### src/hw/cabl_pkg.sv
// package of shared constants and types for the execution unit
// assumes one 200 MHz core clock and an external decoder that supplies an op code
// How it works
// [RULE1] or-mask op: destination OR immediate, one cycle, updates Z N V, keeps C
// [RULE2] clear-mask op: destination AND inverted immediate, one cycle, updates Z N V
// [RULE3] test op: register AND itself, value kept, Z N V updated, one cycle
// [RULE4] increment op adds one in one cycle, Z N V only, C untouched
// [RULE5] zero op: register XOR itself gives zero, Z N V updated, one cycle
// [RULE6] pointer jump loads pc from Z pointer in two cycles, no flags
// [RULE7] pointer call pushes return address, pc from Z pointer, three cycles, no flags
// [RULE8] offset jump/call set pc to pc plus offset plus one; two/three cycles
// [RULE9] compare-skip-equal skips next instruction when registers equal; no flags
// [RULE10] compares subtract reg, immediate or reg plus carry; Z N V C H, one cycle
// [RULE11] register bit skips skip next instruction on bit clear or set
// [RULE12] io bit skips test an io register bit, skip on clear or set, no flags
// [RULE13] status bit branches add offset plus one on bit set or clear; 1/2 cycles
// [RULE14] equality branches test Z; same-or-higher on C clear, lower on C set
// [RULE15] signed branches test N xor V: ge when zero, lt when one
// [RULE16] half-carry branches taken on H set or clear; 1/2 cycles
// [RULE17] transfer-bit branches taken on T set or clear, same timing and arithmetic
// [RULE18] overflow branches taken on V set or clear; no flag changes
// [RULE19] irq branches taken on global interrupt enable set or clear
// [RULE20] post-increment load reads memory at X into destination, then X plus one; two cycles
// [RULE21] skips take one cycle with no skip, two over one word, three over two words

package cabl_pkg;

    // ----
    // widths
    // ----
    localparam int DATA_W = 8;
    localparam int PC_W   = 10;
    localparam int PTR_W  = 16;
    localparam int OFS_W  = 12;
    localparam int IDX_W  = 5;
    localparam int BIT_W  = 3;

    // ----
    // status flag positions and reset values
    // ----
    localparam int FLAG_C = 0;
    localparam int FLAG_Z = 1;
    localparam int FLAG_N = 2;
    localparam int FLAG_V = 3;
    localparam int FLAG_S = 4;
    localparam int FLAG_H = 5;
    localparam int FLAG_T = 6;
    localparam int FLAG_I = 7;

    localparam logic [DATA_W-1:0] STATUS_FLAGS_REGISTER_RST = 8'h00;
    localparam logic [PC_W-1:0]   PC_RST   = 10'h000;
    localparam logic [DATA_W-1:0] ALL_ONES = 8'hFF;
    localparam logic [DATA_W-1:0] ZERO_B   = 8'h00;
    localparam logic [DATA_W-1:0] ONE_B    = 8'h01;
    localparam logic [DATA_W-1:0] MIN_NEG  = 8'h80;

    // ----
    // pc steps and extra wait cycles
    // ----
    localparam logic [PC_W-1:0] PC_STEP      = 10'h001;
    localparam logic [PC_W-1:0] PC_SKIP_ONE  = 10'h002;
    localparam logic [PC_W-1:0] PC_SKIP_TWO  = 10'h003;
    localparam logic [PTR_W-1:0] PTR_STEP    = 16'h0001;
    localparam logic [1:0] WAIT_ONE          = 2'h0;
    localparam logic [1:0] WAIT_TWO          = 2'h1;

    // ----
    // operation codes
    // ----
    typedef enum logic [5:0] {
        OP_OR_MASK    = 6'h00, OP_CLEAR_MASK = 6'h01, OP_TEST      = 6'h02,
        OP_INC        = 6'h03, OP_ZERO       = 6'h04, OP_PTR_JUMP  = 6'h05,
        OP_PTR_CALL   = 6'h06, OP_OFS_JUMP   = 6'h07, OP_OFS_CALL  = 6'h08,
        OP_CMP_SKIP   = 6'h09, OP_CMP        = 6'h0A, OP_CMPC      = 6'h0B,
        OP_CMPI       = 6'h0C, OP_SKIP_RB_C  = 6'h0D, OP_SKIP_RB_S = 6'h0E,
        OP_SKIP_IO_C  = 6'h0F, OP_SKIP_IO_S  = 6'h10, OP_BR_SB_S   = 6'h11,
        OP_BR_SB_C    = 6'h12, OP_BR_EQ      = 6'h13, OP_BR_NE     = 6'h14,
        OP_BR_SH      = 6'h15, OP_BR_LO      = 6'h16, OP_BR_GE     = 6'h17,
        OP_BR_LT      = 6'h18, OP_BR_HS      = 6'h19, OP_BR_HC     = 6'h1A,
        OP_BR_TS      = 6'h1B, OP_BR_TC      = 6'h1C, OP_BR_VS     = 6'h1D,
        OP_BR_VC      = 6'h1E, OP_BR_IE      = 6'h1F, OP_BR_ID     = 6'h20,
        OP_LOAD_INC   = 6'h21, OP_NOP        = 6'h3F
    } cabl_op_t;

    // ----
    // sequencer states, one-hot
    // ----
    typedef enum logic [3:0] {
        ST_IDLE    = 4'b0001,
        ST_WAIT    = 4'b0010,
        ST_LOAD    = 4'b0100,
        ST_PUSH_HI = 4'b1000
    } cabl_state_t;

endpackage : cabl_pkg

### src/hw/cabl_alu.sv
// combinational logic, increment and compare datapath with flag results
// assumes operands and flags are stable in the cycle the op is presented
`timescale 1ns/10ps

module cabl_alu
    import cabl_pkg::*;
(
    input  cabl_pkg::cabl_op_t           op,
    input  wire logic [cabl_pkg::DATA_W-1:0] opa,
    input  wire logic [cabl_pkg::DATA_W-1:0] opb,
    input  wire logic [cabl_pkg::DATA_W-1:0] flags_in,
    output logic      [cabl_pkg::DATA_W-1:0] result,
    output logic      [cabl_pkg::DATA_W-1:0] flags_out
);

    logic [DATA_W-1:0] diff;
    logic              cin;

    always_comb begin
        result    = opa;
        flags_out = flags_in;
        cin       = 1'b0;
        diff      = ZERO_B;
        case (op)
            // [RULE1] or with mask
            OP_OR_MASK: begin
                result = opa | opb;
            end
            // [RULE2] and with mask complement
            OP_CLEAR_MASK: begin
                result = opa & (ALL_ONES ^ opb);
            end
            // [RULE3] and with itself
            OP_TEST: begin
                result = opa & opa;
            end
            // [RULE4] add one
            OP_INC: begin
                result = opa + ONE_B;
            end
            // [RULE5] xor with itself
            OP_ZERO: begin
                result = opa ^ opa;
            end
            // [RULE10] subtract and flag
            OP_CMP, OP_CMPC, OP_CMPI: begin
                cin  = (op == OP_CMPC) ? flags_in[FLAG_C] : 1'b0;
                diff = opa - opb - {7'h00, cin};
                flags_out[FLAG_H] = (~opa[3] & opb[3]) | (opb[3] & diff[3]) | (diff[3] & ~opa[3]);
                flags_out[FLAG_C] = (~opa[7] & opb[7]) | (opb[7] & diff[7]) | (diff[7] & ~opa[7]);
                flags_out[FLAG_V] = (opa[7] & ~opb[7] & ~diff[7]) | (~opa[7] & opb[7] & diff[7]);
                flags_out[FLAG_N] = diff[7];
                flags_out[FLAG_Z] = (op == OP_CMPC) ? ((diff == ZERO_B) & flags_in[FLAG_Z])
                                                    : (diff == ZERO_B);
            end
            default: begin
                result = opa;
            end
        endcase
        // [RULE4] flags of mask, test, increment and zero ops
        if (op == OP_OR_MASK || op == OP_CLEAR_MASK || op == OP_TEST ||
            op == OP_INC || op == OP_ZERO) begin
            flags_out[FLAG_Z] = (result == ZERO_B);
            flags_out[FLAG_N] = result[7];
            flags_out[FLAG_V] = (op == OP_INC) ? (result == MIN_NEG) : 1'b0;
        end
    end

endmodule : cabl_alu

### src/hw/cabl_exec.sv
// execution sequencer: pc, status flags, skips, branches, calls and pointer load
// assumes operands arrive with op_valid and data memory answers in the same cycle
`timescale 1ns/10ps

module cabl_exec
    import cabl_pkg::*;
(
    input  wire logic                        sys_clk,
    input  wire logic                        sys_rst,
    input  wire logic                        op_valid,
    input  cabl_pkg::cabl_op_t               op_code,
    output logic                             op_ready,
    input  wire logic [cabl_pkg::IDX_W-1:0]  dst_idx,
    input  wire logic [cabl_pkg::DATA_W-1:0] dst_val,
    input  wire logic [cabl_pkg::DATA_W-1:0] src_val,
    input  wire logic [cabl_pkg::DATA_W-1:0] imm_val,
    input  wire logic [cabl_pkg::DATA_W-1:0] io_val,
    input  wire logic [cabl_pkg::BIT_W-1:0]  bit_sel,
    input  wire logic [cabl_pkg::OFS_W-1:0]  offset,
    input  wire logic                        next_two_word,
    input  wire logic [cabl_pkg::PTR_W-1:0]  z_ptr,
    input  wire logic [cabl_pkg::PTR_W-1:0]  x_ptr,
    input  wire logic [cabl_pkg::DATA_W-1:0] mem_rdata,
    output logic                             mem_rd,
    output logic      [cabl_pkg::PTR_W-1:0]  mem_addr,
    output logic                             wr_en,
    output logic      [cabl_pkg::IDX_W-1:0]  wr_idx,
    output logic      [cabl_pkg::DATA_W-1:0] wr_data,
    output logic                             x_wr_en,
    output logic      [cabl_pkg::PTR_W-1:0]  x_wr_data,
    output logic                             stack_push,
    output logic      [cabl_pkg::DATA_W-1:0] stack_data,
    output logic      [cabl_pkg::PC_W-1:0]   pc,
    output logic      [cabl_pkg::DATA_W-1:0] status_flags_register
);

    // ----
    // helpers
    // ----
    function automatic logic [PC_W-1:0] rel_target(input logic [PC_W-1:0] base,
                                                   input logic [OFS_W-1:0] ofs);
        logic [OFS_W-1:0] sum;
        sum = {{(OFS_W-PC_W){1'b0}}, base} + ofs + {{(OFS_W-1){1'b0}}, 1'b1};
        return sum[PC_W-1:0];
    endfunction : rel_target

    function automatic logic branch_taken(input cabl_op_t o,
                                          input logic [DATA_W-1:0] f,
                                          input logic [BIT_W-1:0] s);
        logic t;
        t = 1'b0;
        case (o)
            // [RULE13] generic status bit
            OP_BR_SB_S: t = f[s];
            OP_BR_SB_C: t = ~f[s];
            // [RULE14] zero and carry tests
            OP_BR_EQ:   t = f[FLAG_Z];
            OP_BR_NE:   t = ~f[FLAG_Z];
            OP_BR_SH:   t = ~f[FLAG_C];
            OP_BR_LO:   t = f[FLAG_C];
            // [RULE15] negative xor overflow
            OP_BR_GE:   t = ~(f[FLAG_N] ^ f[FLAG_V]);
            OP_BR_LT:   t = f[FLAG_N] ^ f[FLAG_V];
            // [RULE16] half carry
            OP_BR_HS:   t = f[FLAG_H];
            OP_BR_HC:   t = ~f[FLAG_H];
            // [RULE17] transfer bit
            OP_BR_TS:   t = f[FLAG_T];
            OP_BR_TC:   t = ~f[FLAG_T];
            // [RULE18] overflow
            OP_BR_VS:   t = f[FLAG_V];
            OP_BR_VC:   t = ~f[FLAG_V];
            // [RULE19] interrupt enable
            OP_BR_IE:   t = f[FLAG_I];
            OP_BR_ID:   t = ~f[FLAG_I];
            default:    t = 1'b0;
        endcase
        return t;
    endfunction : branch_taken

    function automatic logic is_branch(input cabl_op_t o);
        return (o >= OP_BR_SB_S) && (o <= OP_BR_ID);
    endfunction : is_branch

    // ----
    // state
    // ----
    cabl_state_t       state_q,  state_d;
    logic [1:0]        wait_q,   wait_d;
    logic [PC_W-1:0]   pc_q,     pc_d;
    logic [DATA_W-1:0] status_flags_register_q,   status_flags_register_d;
    logic              mem_rd_q, mem_rd_d;
    logic [PTR_W-1:0]  addr_q,   addr_d;
    logic              wr_en_q,  wr_en_d;
    logic [IDX_W-1:0]  wr_idx_q, wr_idx_d;
    logic [DATA_W-1:0] wr_dat_q, wr_dat_d;
    logic              xwe_q,    xwe_d;
    logic [PTR_W-1:0]  xdat_q,   xdat_d;
    logic              push_q,   push_d;
    logic [DATA_W-1:0] sdat_q,   sdat_d;
    logic [DATA_W-1:0] ret_hi_q, ret_hi_d;

    logic [DATA_W-1:0] alu_res;
    logic [DATA_W-1:0] alu_flags;
    logic [DATA_W-1:0] alu_b;
    logic [PC_W-1:0]   ret_addr;
    logic              do_skip;

    assign alu_b = (op_code == OP_CMP || op_code == OP_CMPC) ? src_val : imm_val;

    cabl_alu u_alu (
        .op        (op_code),
        .opa       (dst_val),
        .opb       (alu_b),
        .flags_in  (status_flags_register_q),
        .result    (alu_res),
        .flags_out (alu_flags)
    );

    // ----
    // skip decision
    // ----
    always_comb begin
        case (op_code)
            // [RULE9] equal registers
            OP_CMP_SKIP:  do_skip = (dst_val == src_val);
            // [RULE11] register bit
            OP_SKIP_RB_C: do_skip = ~src_val[bit_sel];
            OP_SKIP_RB_S: do_skip = src_val[bit_sel];
            // [RULE12] io register bit
            OP_SKIP_IO_C: do_skip = ~io_val[bit_sel];
            OP_SKIP_IO_S: do_skip = io_val[bit_sel];
            default:      do_skip = 1'b0;
        endcase
    end

    assign ret_addr = pc_q + PC_STEP;
    assign op_ready = (state_q == ST_IDLE);

    // ----
    // next state
    // ----
    always_comb begin
        state_d  = state_q;
        wait_d   = wait_q;
        pc_d     = pc_q;
        status_flags_register_d   = status_flags_register_q;
        mem_rd_d = 1'b0;
        addr_d   = addr_q;
        wr_en_d  = 1'b0;
        wr_idx_d = wr_idx_q;
        wr_dat_d = wr_dat_q;
        xwe_d    = 1'b0;
        xdat_d   = xdat_q;
        push_d   = 1'b0;
        sdat_d   = sdat_q;
        ret_hi_d = ret_hi_q;
        case (state_q)
            ST_IDLE: begin
                if (op_valid) begin
                    pc_d = ret_addr;
                    case (op_code)
                        // [RULE1] one-cycle register ops
                        OP_OR_MASK, OP_CLEAR_MASK, OP_TEST, OP_INC, OP_ZERO: begin
                            wr_en_d  = 1'b1;
                            wr_idx_d = dst_idx;
                            wr_dat_d = alu_res;
                            status_flags_register_d   = alu_flags;
                        end
                        // [RULE10] flags only
                        OP_CMP, OP_CMPC, OP_CMPI: begin
                            status_flags_register_d = alu_flags;
                        end
                        // [RULE21] skip lengths
                        OP_CMP_SKIP, OP_SKIP_RB_C, OP_SKIP_RB_S,
                        OP_SKIP_IO_C, OP_SKIP_IO_S: begin
                            if (do_skip) begin
                                pc_d    = next_two_word ? pc_q + PC_SKIP_TWO
                                                        : pc_q + PC_SKIP_ONE;
                                wait_d  = next_two_word ? WAIT_TWO : WAIT_ONE;
                                state_d = ST_WAIT;
                            end
                        end
                        // [RULE8] offset jump
                        OP_OFS_JUMP: begin
                            pc_d    = rel_target(pc_q, offset);
                            wait_d  = WAIT_ONE;
                            state_d = ST_WAIT;
                        end
                        // [RULE6] pointer jump
                        OP_PTR_JUMP: begin
                            pc_d    = z_ptr[PC_W-1:0];
                            wait_d  = WAIT_ONE;
                            state_d = ST_WAIT;
                        end
                        // [RULE7] calls push low byte first
                        OP_PTR_CALL, OP_OFS_CALL: begin
                            pc_d     = (op_code == OP_PTR_CALL) ? z_ptr[PC_W-1:0]
                                                                : rel_target(pc_q, offset);
                            push_d   = 1'b1;
                            sdat_d   = ret_addr[DATA_W-1:0];
                            ret_hi_d = {{(2*DATA_W-PC_W){1'b0}}, ret_addr[PC_W-1:DATA_W]};
                            state_d  = ST_PUSH_HI;
                        end
                        // [RULE20] read at pointer
                        OP_LOAD_INC: begin
                            mem_rd_d = 1'b1;
                            addr_d   = x_ptr;
                            wr_idx_d = dst_idx;
                            state_d  = ST_LOAD;
                        end
                        default: begin
                            if (is_branch(op_code) && branch_taken(op_code, status_flags_register_q, bit_sel)) begin
                                pc_d    = rel_target(pc_q, offset);
                                wait_d  = WAIT_ONE;
                                state_d = ST_WAIT;
                            end
                        end
                    endcase
                end
            end
            // [RULE20] capture and post-increment
            ST_LOAD: begin
                wr_en_d  = 1'b1;
                wr_dat_d = mem_rdata;
                xwe_d    = 1'b1;
                xdat_d   = addr_q + PTR_STEP;
                state_d  = ST_IDLE;
            end
            // [RULE7] high byte then one idle cycle
            ST_PUSH_HI: begin
                push_d  = 1'b1;
                sdat_d  = ret_hi_q;
                wait_d  = WAIT_ONE;
                state_d = ST_WAIT;
            end
            ST_WAIT: begin
                if (wait_q == WAIT_ONE) begin
                    state_d = ST_IDLE;
                end else begin
                    wait_d = wait_q - 2'h1;
                end
            end
            default: begin
                state_d = ST_IDLE;
            end
        endcase
    end

    // ----
    // registers
    // ----
    always_ff @(posedge sys_clk or posedge sys_rst) begin
        if (sys_rst) begin
            state_q  <= ST_IDLE;
            wait_q   <= WAIT_ONE;
            pc_q     <= PC_RST;
            status_flags_register_q   <= STATUS_FLAGS_REGISTER_RST;
            mem_rd_q <= 1'b0;
            addr_q   <= '0;
            wr_en_q  <= 1'b0;
            wr_idx_q <= '0;
            wr_dat_q <= ZERO_B;
            xwe_q    <= 1'b0;
            xdat_q   <= '0;
            push_q   <= 1'b0;
            sdat_q   <= ZERO_B;
            ret_hi_q <= ZERO_B;
        end else begin
            state_q  <= state_d;
            wait_q   <= wait_d;
            pc_q     <= pc_d;
            status_flags_register_q   <= status_flags_register_d;
            mem_rd_q <= mem_rd_d;
            addr_q   <= addr_d;
            wr_en_q  <= wr_en_d;
            wr_idx_q <= wr_idx_d;
            wr_dat_q <= wr_dat_d;
            xwe_q    <= xwe_d;
            xdat_q   <= xdat_d;
            push_q   <= push_d;
            sdat_q   <= sdat_d;
            ret_hi_q <= ret_hi_d;
        end
    end

    assign mem_rd                = mem_rd_q;
    assign mem_addr              = addr_q;
    assign wr_en                 = wr_en_q;
    assign wr_idx                = wr_idx_q;
    assign wr_data               = wr_dat_q;
    assign x_wr_en               = xwe_q;
    assign x_wr_data             = xdat_q;
    assign stack_push            = push_q;
    assign stack_data            = sdat_q;
    assign pc                    = pc_q;
    assign status_flags_register = status_flags_register_q;

endmodule : cabl_exec

### config.mk
export PLATFORM = sky130hd
export DESIGN_NAME = cabl_exec
export DESIGN_NICKNAME = d
export VERILOG_FILES = /design/src/hw/cabl_pkg.sv /design/src/hw/cabl_alu.sv /design/src/hw/cabl_exec.sv
export SDC_FILE = /design/constraint.sdc
export NUM_CORES = 1
export LEC_CHECK = 0
export ABC_AREA = 0
export BUFFER_PORTS_ARGS = -buffer_cell sky130_fd_sc_hd__buf_2
export CAP_MARGIN = 5
export CORE_MARGIN = 5
export CORE_UTILIZATION = 42
export DETAILED_ROUTE_END_ITERATION = 10
export GPL_TIMING_DRIVEN = 0
export PLACE_DENSITY = 0.73
export SETUP_SLACK_MARGIN = 0.5
export SLEW_MARGIN = 10
export SYNTH_ARGS = -nofsm -noshare
export SYNTH_HDL_FRONTEND = slang
export SYNTH_SLANG_ARGS = --single-unit
### constraint.sdc
create_clock -name sys_clk -period 3.2 [get_ports sys_clk]
set_input_delay 0.32 -clock sys_clk [delete_from_list [all_inputs] [get_ports sys_clk]]
set_output_delay 0.32 -clock sys_clk [all_outputs]
set_load 0.02 [all_outputs]
* After elaboration in Yosys (flattened, before gate mapping) *
Cells that the tools add are included.

cells by class
  magnitude comparators = 3
  add/sub/neg operators = 10
  bitwise gates (word level) = 33
  equality and inequality tests = 47
  multiplexer cells = 52
  reductions and logical operators = 36

operators by type and width
  operator               number
  $eq 6x5->1 const B     14
  $pmux 10 s5            1
  $eq 6x4->1 const B     8
  $mux 10                4
  $mux 8                 5
  $pmux 8 s5             1
  $pmux 8 s2             2
  $eq 6x3->1 const B     4
  $add 10x1->10 const B  2
  $add 10x2->10 const B  2
  $mux 4                 5
  $pmux 4 s5             1
  $mux 1                 18
  $reduce_or 18->1       1
  $add 16x1->16 const B  1
  $and 8x8->8            2
  $logic_not 8->1        2
  $reduce_and 3->1       5
  $pmux 1 s13            1
  $eq 6x2->1 const B     2
  $eq 6x6->1 const B     2
  $not 1->1              12
  $pmux 2 s3             2
  $pmux 4 s3             1
  other kinds (48)       83

storage, ports and cells
  input bits = 102
  bits in registers = 80

* Depth between registers and ports, before layout *
Gate-level depths: netlist (run 1).

  depth in word-level cells = 12
  mapped depth = 15
  gate-level depth less buffers = 14

* Cells and area by module *
Synthesis (run 1) repeated with hierarchy kept, for this count alone.

unflattened totals
  cells, all modules = 799
  area, all modules = 6866.6 sq um

modules (own cells, without submodules)
  module     instances  cells an instance  area an instance (sq um)
  cabl_exec  1          607                5507.8
  cabl_alu   1          192                1358.8

* Worst setup path after synthesis (run 1) *
OpenSTA, ideal clock, no wires.

  path kind = input-to-reg
  from = input op_code[5]
  to = register status_flags_register_q[3], in the netlist status_flags_register[3]
  buffers on the path = 1
  stages on the path = 14
  setup slack = -503 ps
  setup time = 129 ps
  arrival time = 3574 ps
  cell sequence = clkbuf_1 -> nor2_1 -> nand2_1 -> or4b_2 -> fa_1 -> ha_1 -> nand2_1 -> a21boi_0 -> o21a_1 -> o2111a_1 -> a211o_1 -> mux2_2 -> a31oi_1 -> o21ai_0

on the way
  word-level cells in the longest chain between the ends = 10

ends and longest elaborated chain
  what                                  RTL line          RTL
  start: declaration                    cabl_exec.sv:11   input cabl_pkg::cabl_op_t op_code,
  $eq 6x4->1, on equally long branches  n/a
  $logic_or 1x1->1                      cabl_exec.sv:109  assign alu_b = (op_code == OP_CMP || op_code == OP_CMPC) ? src_val : imm_val;
  $mux 8                                cabl_exec.sv:109
  $sub 8x8->8                           cabl_alu.sv:48    diff = opa - opb - {7'h00, cin};
  $sub 8x1->8                           cabl_alu.sv:48
  $not 1->1                             cabl_alu.sv:51    flags_out[FLAG_V] = (opa[7] & ~opb[7] & ~diff[7]) | (~opa[7] & opb[7] & diff[7]);
  $and 1x1->1                           cabl_alu.sv:51
  $or 1x1->1                            cabl_alu.sv:51
  $mux 4                                cabl_alu.sv:24    case (op)
  $mux 3                                cabl_alu.sv:61    if (op == OP_OR_MASK || op == OP_CLEAR_MASK || op == OP_TEST ||
  end signal: assignment                cabl_exec.sv:273  status_flags_register_q <= status_flags_register_d;
  end: declaration                      cabl_exec.sv:91   logic [DATA_W-1:0] status_flags_register_q, status_flags_register_d;

Parallel ways exist; a longest one is shown, timed or not. The select of a mux whose other input is x is not followed.
A chain may end at the register's enable or synchronous reset.

* Worst setup path in the final report (run 1) *
  from = input op_code[4]
  to = register status_flags_register_q[3], in the netlist status_flags_register[3]

Same word-level chain as after synthesis.

==> run_results.csv, run 1 <==
group,metric,value,unit
final_layout,post-route-util,56.4,%
sta,whs,167,ps
clock_tree,clk_pin_slew,60,ps
global_route,antenna_found_initial,1,
pwr,p_leak,4.07,nW
clock_tree,ctsHtreeMaxLevel,3,
final_layout,fill_cells,1351,
clock_tree,cts.sinks,80,
worst_setup_path,crit_path_start_kind,"input pin",
run_status,status,"complete, no violations",
placement,buffer_ports.inserted,164,
worst_setup_path,required,3420,ps
drt,first_iter_violations,467,
global_route,grt_max_degree,55,
final_layout,seq_area,2010,µm²
die,rows,44,
clock_tree,worstSkewPairLatency,340,ps
synth,ys_seq_area_share,31.7,%
placement,dpl.hpwl,15100,µm
sta,rsz0062_at_grt,"true",
pwr,ir_drop,308,µV
synth,synth_edf_count,0,
synth,netlist_top_cells_count,"96 x nand2_1, 79 x dfrtp_1, 65 x nor2_1",
placement,dpl_worst_slack,-582,ps
synth,yosysUniqueCellTypes,70,
run,maxCapViolations,0,
sta,setup_viol,0,
global_route,grt_pass1_wl,32000,µm
drt,route.detailed.drc,0,
global_route,first_global_vias,6370,
synth,synth_warnings,0,
synth,synth-seq-cells,80,
sta,worst_pin_slew,997,ps
sta,fmax,323,MHz
drt,routed-wl-met3,1390,µm
final_layout,multi_input_area,4180,µm²
synth,synthFlopType,"dfrtp_1",
synth,yosys.area.top_type,"dfrtp_1",
clock_tree,cts_tree,"yes",
die,io_pins,178,
sta,slew_violations,0,
final_layout,area_growth,30.6,%
sta,min_period,3100,ps
drt,avgRoutedWirePerCell,17.3,µm
placement,gp_congestion,0.940,
synth,post-synth-top-count-cell,"nand2_1",
sta,slew_headroom,33.5,%
drt,route.met2.wl,9520,µm
synth,synthCells,757,
sta,finClkSkew,7.40,ps
sta,timing.final.ws_setup,102,ps
worst_setup_path,endpoint_kind,"flop",
drt,totalWireLength,20000,µm
drt,met1_length,8390,µm
sta,hold_violations,0,
worst_hold_path,min_path_type,"in2reg",
die,start_util,43.2,%
die,dieWidth,133,µm
die,die-area,17600,µm²
worst_setup_path,path_class,"in2reg",
synth,yosys-top-cells-area,"dfrtp_1 31%, ha_1 7.1%, nand2_1 5.7%, a21oi_1 4.8%, xnor2_1 3.9%",
die,die_h,133,µm
sta,timing.final.crit_share,96.8,%
final_layout,drive_gt1_share,30.4,%
synth,yosys.area.top_type_share,31.3,%
worst_setup_path,path_max_fanout,7,
pwr,power_density,631,nW/µm²
synth,syn-cell-area,6320,µm²
drt,vias,6479,
drt,vias_per_cell,5.59,
drt,highest_layer,"met4",
final_layout,nets,1111,
synth,synth_area_per_cell,8.35,µm²
drt,drt_pre_antenna_iters,5,
clock_tree,cts_buffer_depth,2,
sta,fin_tns_setup,0,ps
clock_tree,cts_buffers,9,
drt,ant_nets,0,
die,core-area,14600,µm²
global_route,grtUsageTotal,22.3,%
clock_tree,clockRootBuffer,"clkbuf_16",
synth,async_flop_share,100,%
global_route,grt_overflow,0,
worst_setup_path,arrival,3320,ps
registers in the layout (all words and copies together), names as in the netlist:
register / flops
mem_rd: 1
x_wr_en: 1
stack_push: 1
status_flags_register: 5
stack_data: 8
mem_addr: 16
x_wr_data: 16
state_q: 4
pc: 10
wr_idx: 5
ret_hi_q: 2
wait_q: 2
wr_en: 1
wr_data: 8
cell type report:
class,instances,area share (%)
plain buffers,38,2.76
repair buffers,200,13.9
diodes,1,0.0303
flip-flops and latches,80,24.3
well taps,184,2.79
multi-input cells,592,50.6
clock inverters,5,0.485
clock buffers,10,2.90
inverters,49,2.26
power by group:
group	total (mW)	switching [mW]	internal, mW
clock network	0.989	0.439	0.549
logic	2.60	1.52	1.08
registers	1.62	0.301	1.32
stage by stage:
stage | power, mW | instance area, µm² | cells
6_report | 5.20 | 8250 | 1159
5_1_grt | 5.56 | 8250 | 1159
4_1_cts | 5.18 | 8180 | 1154
3_5_place_dp | 4.11 | 7490 | 1108
3_3_place_gp | 4.07 | 7460 | 1107
2_1_floorplan | 3.34 | 6410 | 759
cells by family (layout without fill, tap and decap cells):
family	Yosys count	count (layout)	synth area share, %
flops	80	80	31.7
xor+xnor	55	55	7.62
buf+inv	87	302	5.64
simple gates	272	272	20.6
mux	34	34	6.99
fa+ha+maj	39	39	8.08
compound gates	189	189	19.3
other cells	1	4	0.0593
layer usage:
layer	up-vias	global-route usage, %
li1	3108	-
met1	3050	28.1
met2	270	37.6
met3	51	4.52
met4	0	9.06
met5	-	0
final timing paths:
path	startpoint	to	slack [ps]	depth (start not counted)
min in group asynchronous	sys_rst	x_wr_data[10]	510	3
setup / recovery	op_code[4]	status_flags_register[3]	100	15
max in group asynchronous	sys_rst	state_q[0]	2050	4
hold reg to reg	wr_data[7]	wr_data[7]	500	2
hold / removal	x_ptr[6]	mem_addr[6]	170	3
setup reg to reg	status_flags_register[0]	status_flags_register[3]	170	11
worst max-delay path, stage by stage:
cell,delay (ps)
buf_6,90
buf_6,120
nor4b_4,310
nand2_4,200
mux2i_4,250
fa_2,400
ha_4,230
nand2_2,80
a21boi_2,60
o21a_1,220
o2111a_1,240
a211o_1,270
mux2_2,280
a31oi_1,170
o21ai_1,80
what timing repair did:
item                                   4_1_cts  5_1_grt
setup endpoints to repair                   30       22
hold buffers                                 1        0
resized for setup                           43       18
buffers inserted                            30        3
gates cloned                                 0        1
endpoints found under the hold margin       26        0
pin swaps                                   21        3
placed cells by master (no fill, tap or decap), types with 6 or more instances in the layout:
| cell type | instances |
|---|---|
| nand2b_1 | 6 |
| xor2_1 | 27 |
| xnor2_1 | 28 |
| mux2_2 | 14 |
| a21oi_1 | 54 |
| nand2_1 | 92 |
| o221ai_1 | 6 |
| nor3_1 | 12 |
| nand3_1 | 23 |
| clkbuf_16 | 10 |
| nor2b_1 | 15 |
| o21ai_0 | 40 |
| buf_6 | 9 |
| and3_1 | 9 |
| mux2i_1 | 9 |
| nand4_1 | 11 |
| clkbuf_1 | 23 |
| dfrtp_1 | 76 |
| buf_4 | 34 |
| o21ai_1 | 7 |
| buf_2 | 163 |
| nor2_1 | 63 |
| ha_1 | 31 |
| inv_1 | 45 |
| a22oi_1 | 8 |
(Power assumes the default switching activity.)
==> run 2: changes to the inputs <==
REMOVE_ABC_BUFFERS = 1   (was default)
==> run_results.csv, run 2 (synthesis gave the netlist of run 1 again) <==
group,metric,value,unit
run_status,status,"complete, no violations",
sta,finClkSkew,15.9,ps
worst_hold_path,min_path_type,"in2reg",
global_route,grt_pass1_wl,30300,µm
worst_setup_path,critPathBufInv,1,
sta,whs,173,ps
pwr,ir_drop,339,µV
placement,placedCellCount,1077,
worst_hold_path,holdCritStartpoint,"x_ptr[12]",
sta,setup_viol,0,
sta,slew_violations,0,
clock_tree,cts.sinks,80,
global_route,grt_overflow,0,
global_route,antenna_found_initial,0,
drt,totalWireLength,18800,µm
final_layout,fill_cells,1369,
worst_setup_path,crit_start,"op_code[2]",
worst_setup_path,r2r_start,"status_flags_register[0]",
die,rows,44,
sta,min_period,3040,ps
worst_setup_path,max_stage_delay,400,ps
die,die_h,133,µm
die,io_pins,178,
die,start_util,43.2,%
sta,hold_violations,0,
clock_tree,ctsHtreeMaxLevel,3,
sta,worst_pin_slew,1010,ps
worst_setup_path,path_class,"in2reg",
placement,dpl_worst_slack,-986,ps
worst_setup_path,required,3420,ps
sta,fmax,329,MHz
clock_tree,clockRootBuffer,"clkbuf_16",
final_layout,stdcell_count,1120,
worst_setup_path,cp_top_family,"compound AO/OA/AOI/OAI gates",
final_layout,layout_commonest_cell,"buf_2",
die,die-area,17600,µm²
pwr,p_leak,3.99,nW
die,dieWidth,133,µm
drt,route.detailed.drc,0,
run,maxCapViolations,0,
worst_setup_path,crit_path_start_kind,"input pin",
worst_setup_path,arrival,3260,ps
final_layout,seq_area,2010,µm²
final_layout,final_cell_mix,"162 x buf_2, 93 x nand2_1, 77 x dfrtp_1",
final_layout,multi_input_area,4190,µm²
sta,rsz0062_at_grt,"true",
final_layout,drive_gt1_share,29.9,%
drt,avgRoutedWirePerCell,16.8,µm
drt,vias_per_cell,5.59,
worst_setup_path,endpoint_kind,"flop",
global_route,first_global_vias,5939,
clock_tree,cts_tree,"yes",
final_layout,num_antenna_cells,0,
placement,gp_congestion,0.899,
global_route,grt_max_degree,61,
drt,first_iter_violations,605,
clock_tree,clk_pin_slew,60,ps
final_layout,nets,1072,
sta,timing.final.crit_share,95.0,%
global_route,grtUsageTotal,20.8,%
drt,vias,6260,
worst_setup_path,path_max_fanout,7,
clock_tree,worstSkewPairLatency,340,ps
clock_tree,cts_buffers,9,
worst_setup_path,cp_common_cell,"nand2_4",
worst_setup_path,crit_slowest_cell,"fa_2",
drt,drt_pre_antenna_iters,5,
placement,buffer_ports.inserted,166,
placement,dpl.hpwl,14300,µm
final_layout,area_growth,28.2,%
worst_setup_path,path_cells,"buf_12, nor4b_4, nand2_4, mux2i_4, fa_2, ha_4, nand2_4, a21boi_2, o21a_1, o2111a_1, a211o_4, mux2_4, a31oi_1, o21ai_1",
die,core-area,14600,µm²
sta,timing.final.ws_setup,159,ps
pwr,power_density,638,nW/µm²
drt,ant_nets,0,
sta,slew_headroom,32.6,%
clock_tree,cts_buffer_depth,2,
worst_setup_path,r2r_slack,190,ps
## run 2: path summary, 6_finish.rpt
| check | depth (start not counted) | to |
|---|---|---|
| hold / removal | 3 | mem_addr[12] |
| setup / recovery | 14 | status_flags_register[3] |
| setup reg to reg | 11 | status_flags_register[3] |
| min in group asynchronous | 3 | mem_addr[15] |
| max in group asynchronous | 4 | state_q[0] |
| hold reg to reg | 2 | wr_data[7] |
## run 2: worst register-to-register path, cell delays in order (launching register included)
cell and delay [ps]:
dfrtp_2 360, or4b_4 470, fa_2 430, ha_4 240, nand2_4 70, a21boi_2 50, o21a_1 180, o2111a_1 240
a211o_4 300, mux2_4 310, a31oi_1 160, o21ai_1 80
## run 2: what timing repair did
action	in CTS	in global routing
endpoints found under the hold margin	20	0
gates resized for setup	43	26
pin swaps	9	8
hold buffers	1	0
setup endpoints to repair	31	40
buffers inserted	16	10
## run 2: layout make-up
| cell class | instances | share of cell area, % |
|---|---|---|
| Multi-Input combinational cell | 592 | 51.7 |
| Sequential cell | 80 | 24.8 |
| Timing Repair Buffer | 199 | 14.8 |
| Clock buffer | 10 | 2.95 |
| Tap cell | 184 | 2.84 |
| Inverter | 49 | 2.30 |
| Clock inverter | 6 | 0.633 |
## run 2: per-layer routing
layer | wire [µm] | vias to the layer above | GRT usage (%)
met2 | 9520 | 232 | 36.6
met3 | 1230 | 24 | 3.19
li1 | - | 3039 | -
met5 | 0 | - | 0
met4 | 328 | 0 | 6.00
met1 | 7750 | 2965 | 26.6
## run 2: report_power, final
group | switching (mW) | leakage [nW] | internal, mW
clock | 0.439 | 0.133 | 0.556
sequential | 0.338 | 1.04 | 1.32
combinational | 1.44 | 2.81 | 1.08
## run 2: through the flow
step	utilization [%]	setup TNS (ps)	cell area, µm²	total power, mW
final	55.3	0	8100	5.17
after floorplan	-	-27310	6160	3.28
after global routing	55.3	0	8100	5.54
after CTS	54.1	0	7920	5.15
after detailed placement	49.8	-9260	7300	4.07
after global placement	49.3	-106650	7220	4.01
==> run 3: changes to the inputs <==
ABC_AREA = default   (was 0)
MAX_ROUTING_LAYER = met4   (was default)
==> run_results.csv, run 3 (synthesis gave the netlist of run 1 again) <==
group,metric,value,unit
run,maxCapViolations,0,
drt,routed-wl-met3,1200,µm
worst_setup_path,path_class,"in2reg",
worst_setup_path,cp_top_family,"compound AO/OA/AOI/OAI gates",
clock_tree,worstSkewPairLatency,330,ps
drt,vias_per_cell,5.63,
clock_tree,cts_buffers,9,
die,die_h,133,µm
final_layout,num_antenna_cells,0,
worst_setup_path,critPathBufInv,2,
clock_tree,clockRootBuffer,"clkbuf_16",
sta,setup_viol,0,
sta,min_period,3110,ps
drt,vias,6330,
worst_setup_path,crit_path_start_kind,"input pin",
placement,placedCellCount,1077,
drt,first_iter_violations,559,
sta,timing.final.crit_share,97.3,%
clock_tree,clk_pin_slew,70,ps
global_route,grt_overflow,0,
placement,gp_congestion,0.892,
sta,fin_tns_setup,0,ps
sta,rsz0062_at_grt,"true",
die,die-area,17600,µm²
pwr,power_density,645,nW/µm²
worst_setup_path,path_max_fanout,8,
drt,route.detailed.drc,0,
sta,slew_violations,0,
global_route,antenna_found_initial,0,
worst_setup_path,max_stage_delay,490,ps
sta,worst_pin_slew,1040,ps
run_status,status,"complete, no violations",
die,io_pins,178,
final_layout,stdcell_count,1124,
final_layout,drive_gt1_share,30.4,%
placement,dpl.hpwl,14100,µm
die,rows,44,
worst_setup_path,endpoint_kind,"flop",
final_layout,nets,1076,
sta,finClkSkew,11.6,ps
worst_setup_path,required,3410,ps
sta,fmax,321,MHz
clock_tree,cts_tree,"yes",
drt,highest_layer,"met4",
global_route,first_global_vias,6057,
clock_tree,cts.sinks,80,
global_route,grt_max_degree,57,
die,dieWidth,133,µm
final_layout,area_growth,29.2,%
worst_setup_path,path_cells,"buf_12, buf_4, nor2_4, nand2_2, or4b_4, fa_2, ha_4, nand2_4, a21boi_2, o21a_1, o2111a_1, a211o_1, mux2_4, a31oi_1, o21ai_1",
final_layout,layout_commonest_cell,"buf_2",
placement,buffer_ports.inserted,166,
final_layout,final_cell_mix,"161 x buf_2, 93 x nand2_1, 77 x dfrtp_1",
drt,totalWireLength,18800,µm
die,core-area,14600,µm²
drt,drt_pre_antenna_iters,5,
clock_tree,ctsHtreeMaxLevel,3,
drt,route.met2.wl,9160,µm
worst_setup_path,arrival,3320,ps
sta,timing.final.ws_setup,86.3,ps
final_layout,post-route-util,55.8,%
sta,hold_violations,0,
clock_tree,cts_buffer_depth,2,
global_route,grtUsageTotal,21.4,%
sta,whs,175,ps
pwr,ir_drop,338,µV
worst_setup_path,crit_slowest_cell,"or4b_4",
drt,avgRoutedWirePerCell,16.8,µm
pwr,p_leak,4.02,nW
placement,dpl_worst_slack,-949,ps
sta,slew_headroom,30.8,%
die,start_util,43.2,%
drt,ant_nets,0,
drt,met1_length,7940,µm
worst_hold_path,min_path_type,"in2reg",
global_route,grt_pass1_wl,30400,µm
==> run 3: path summary, 6_finish.rpt <==
kind                                                from                        to  slack [ps]  depth (start not counted)
worst min register to register             stack_data[4]             stack_data[4]         500                          2
worst min-delay path                           x_ptr[10]              mem_addr[10]         180                          3
max in group asynchronous                        sys_rst                state_q[0]        2020                          4
worst max-delay path                          op_code[4]  status_flags_register[3]          90                         15
min in group asynchronous                        sys_rst              mem_addr[15]         530                          3
worst max register to register  status_flags_register[0]  status_flags_register[3]         170                         11
==> run 3: per-layer routing <==
metal / up-vias / global-route usage (%)
li1: 3034 / -
met1: 3016 / 27.1
met2: 235 / 34.9
met3: 45 / 3.08
met4: 0 / 8.14
met5: - / -
==> run 3: power by group <==
| part | internal, mW | switching (mW) | leakage (nW) | total [mW] |
|---|---|---|---|---|
| Sequential | 1.32 | 0.338 | 1.04 | 1.65 |
| Clock | 0.638 | 0.429 | 0.152 | 1.07 |
| Combinational | 1.08 | 1.46 | 2.83 | 2.55 |
==> run 3: per-stage QoR <==
stage | area (µm²) | total power [mW]
floorplan | 6160 | 3.28
global placement | 7220 | 4.01
detailed placement | 7300 | 4.06
CTS | 7970 | 5.23
global route | 8170 | 5.64
finish | 8170 | 5.27
==> run 3: repair_timing <==
| action | 4_1_cts | 5_1_grt |
|---|---|---|
| hold endpoints to repair | 24 | 0 |
| resized for setup | 48 | 22 |
| cloned | 0 | 1 |
| pin swaps | 15 | 11 |
| setup buffers | 16 | 13 |
| endpoints found under the setup margin | 30 | 39 |
| hold buffers | 1 | 0 |
==> run 3: layout make-up <==
| type | count | area (µm²) |
|---|---|---|
| clock inverter | 6 | 75.1 |
| clock buffer | 10 | 239 |
| tap | 184 | 230 |
| multi-input combinational | 592 | 4220 |
| sequential | 80 | 2010 |
| inverter | 49 | 186 |
| fill | 1346 | 6480 |
| timing repair buffer | 203 | 1210 |
==> run 3: worst register-to-register path, delay by kind of cell, from the launching register on <==
family | cells | cell delay (ps)
mux | 1 | 330
flops | 1 | 360
simple gates | 2 | 530
fa+ha+maj | 2 | 670
compound gates | 6 | 1040
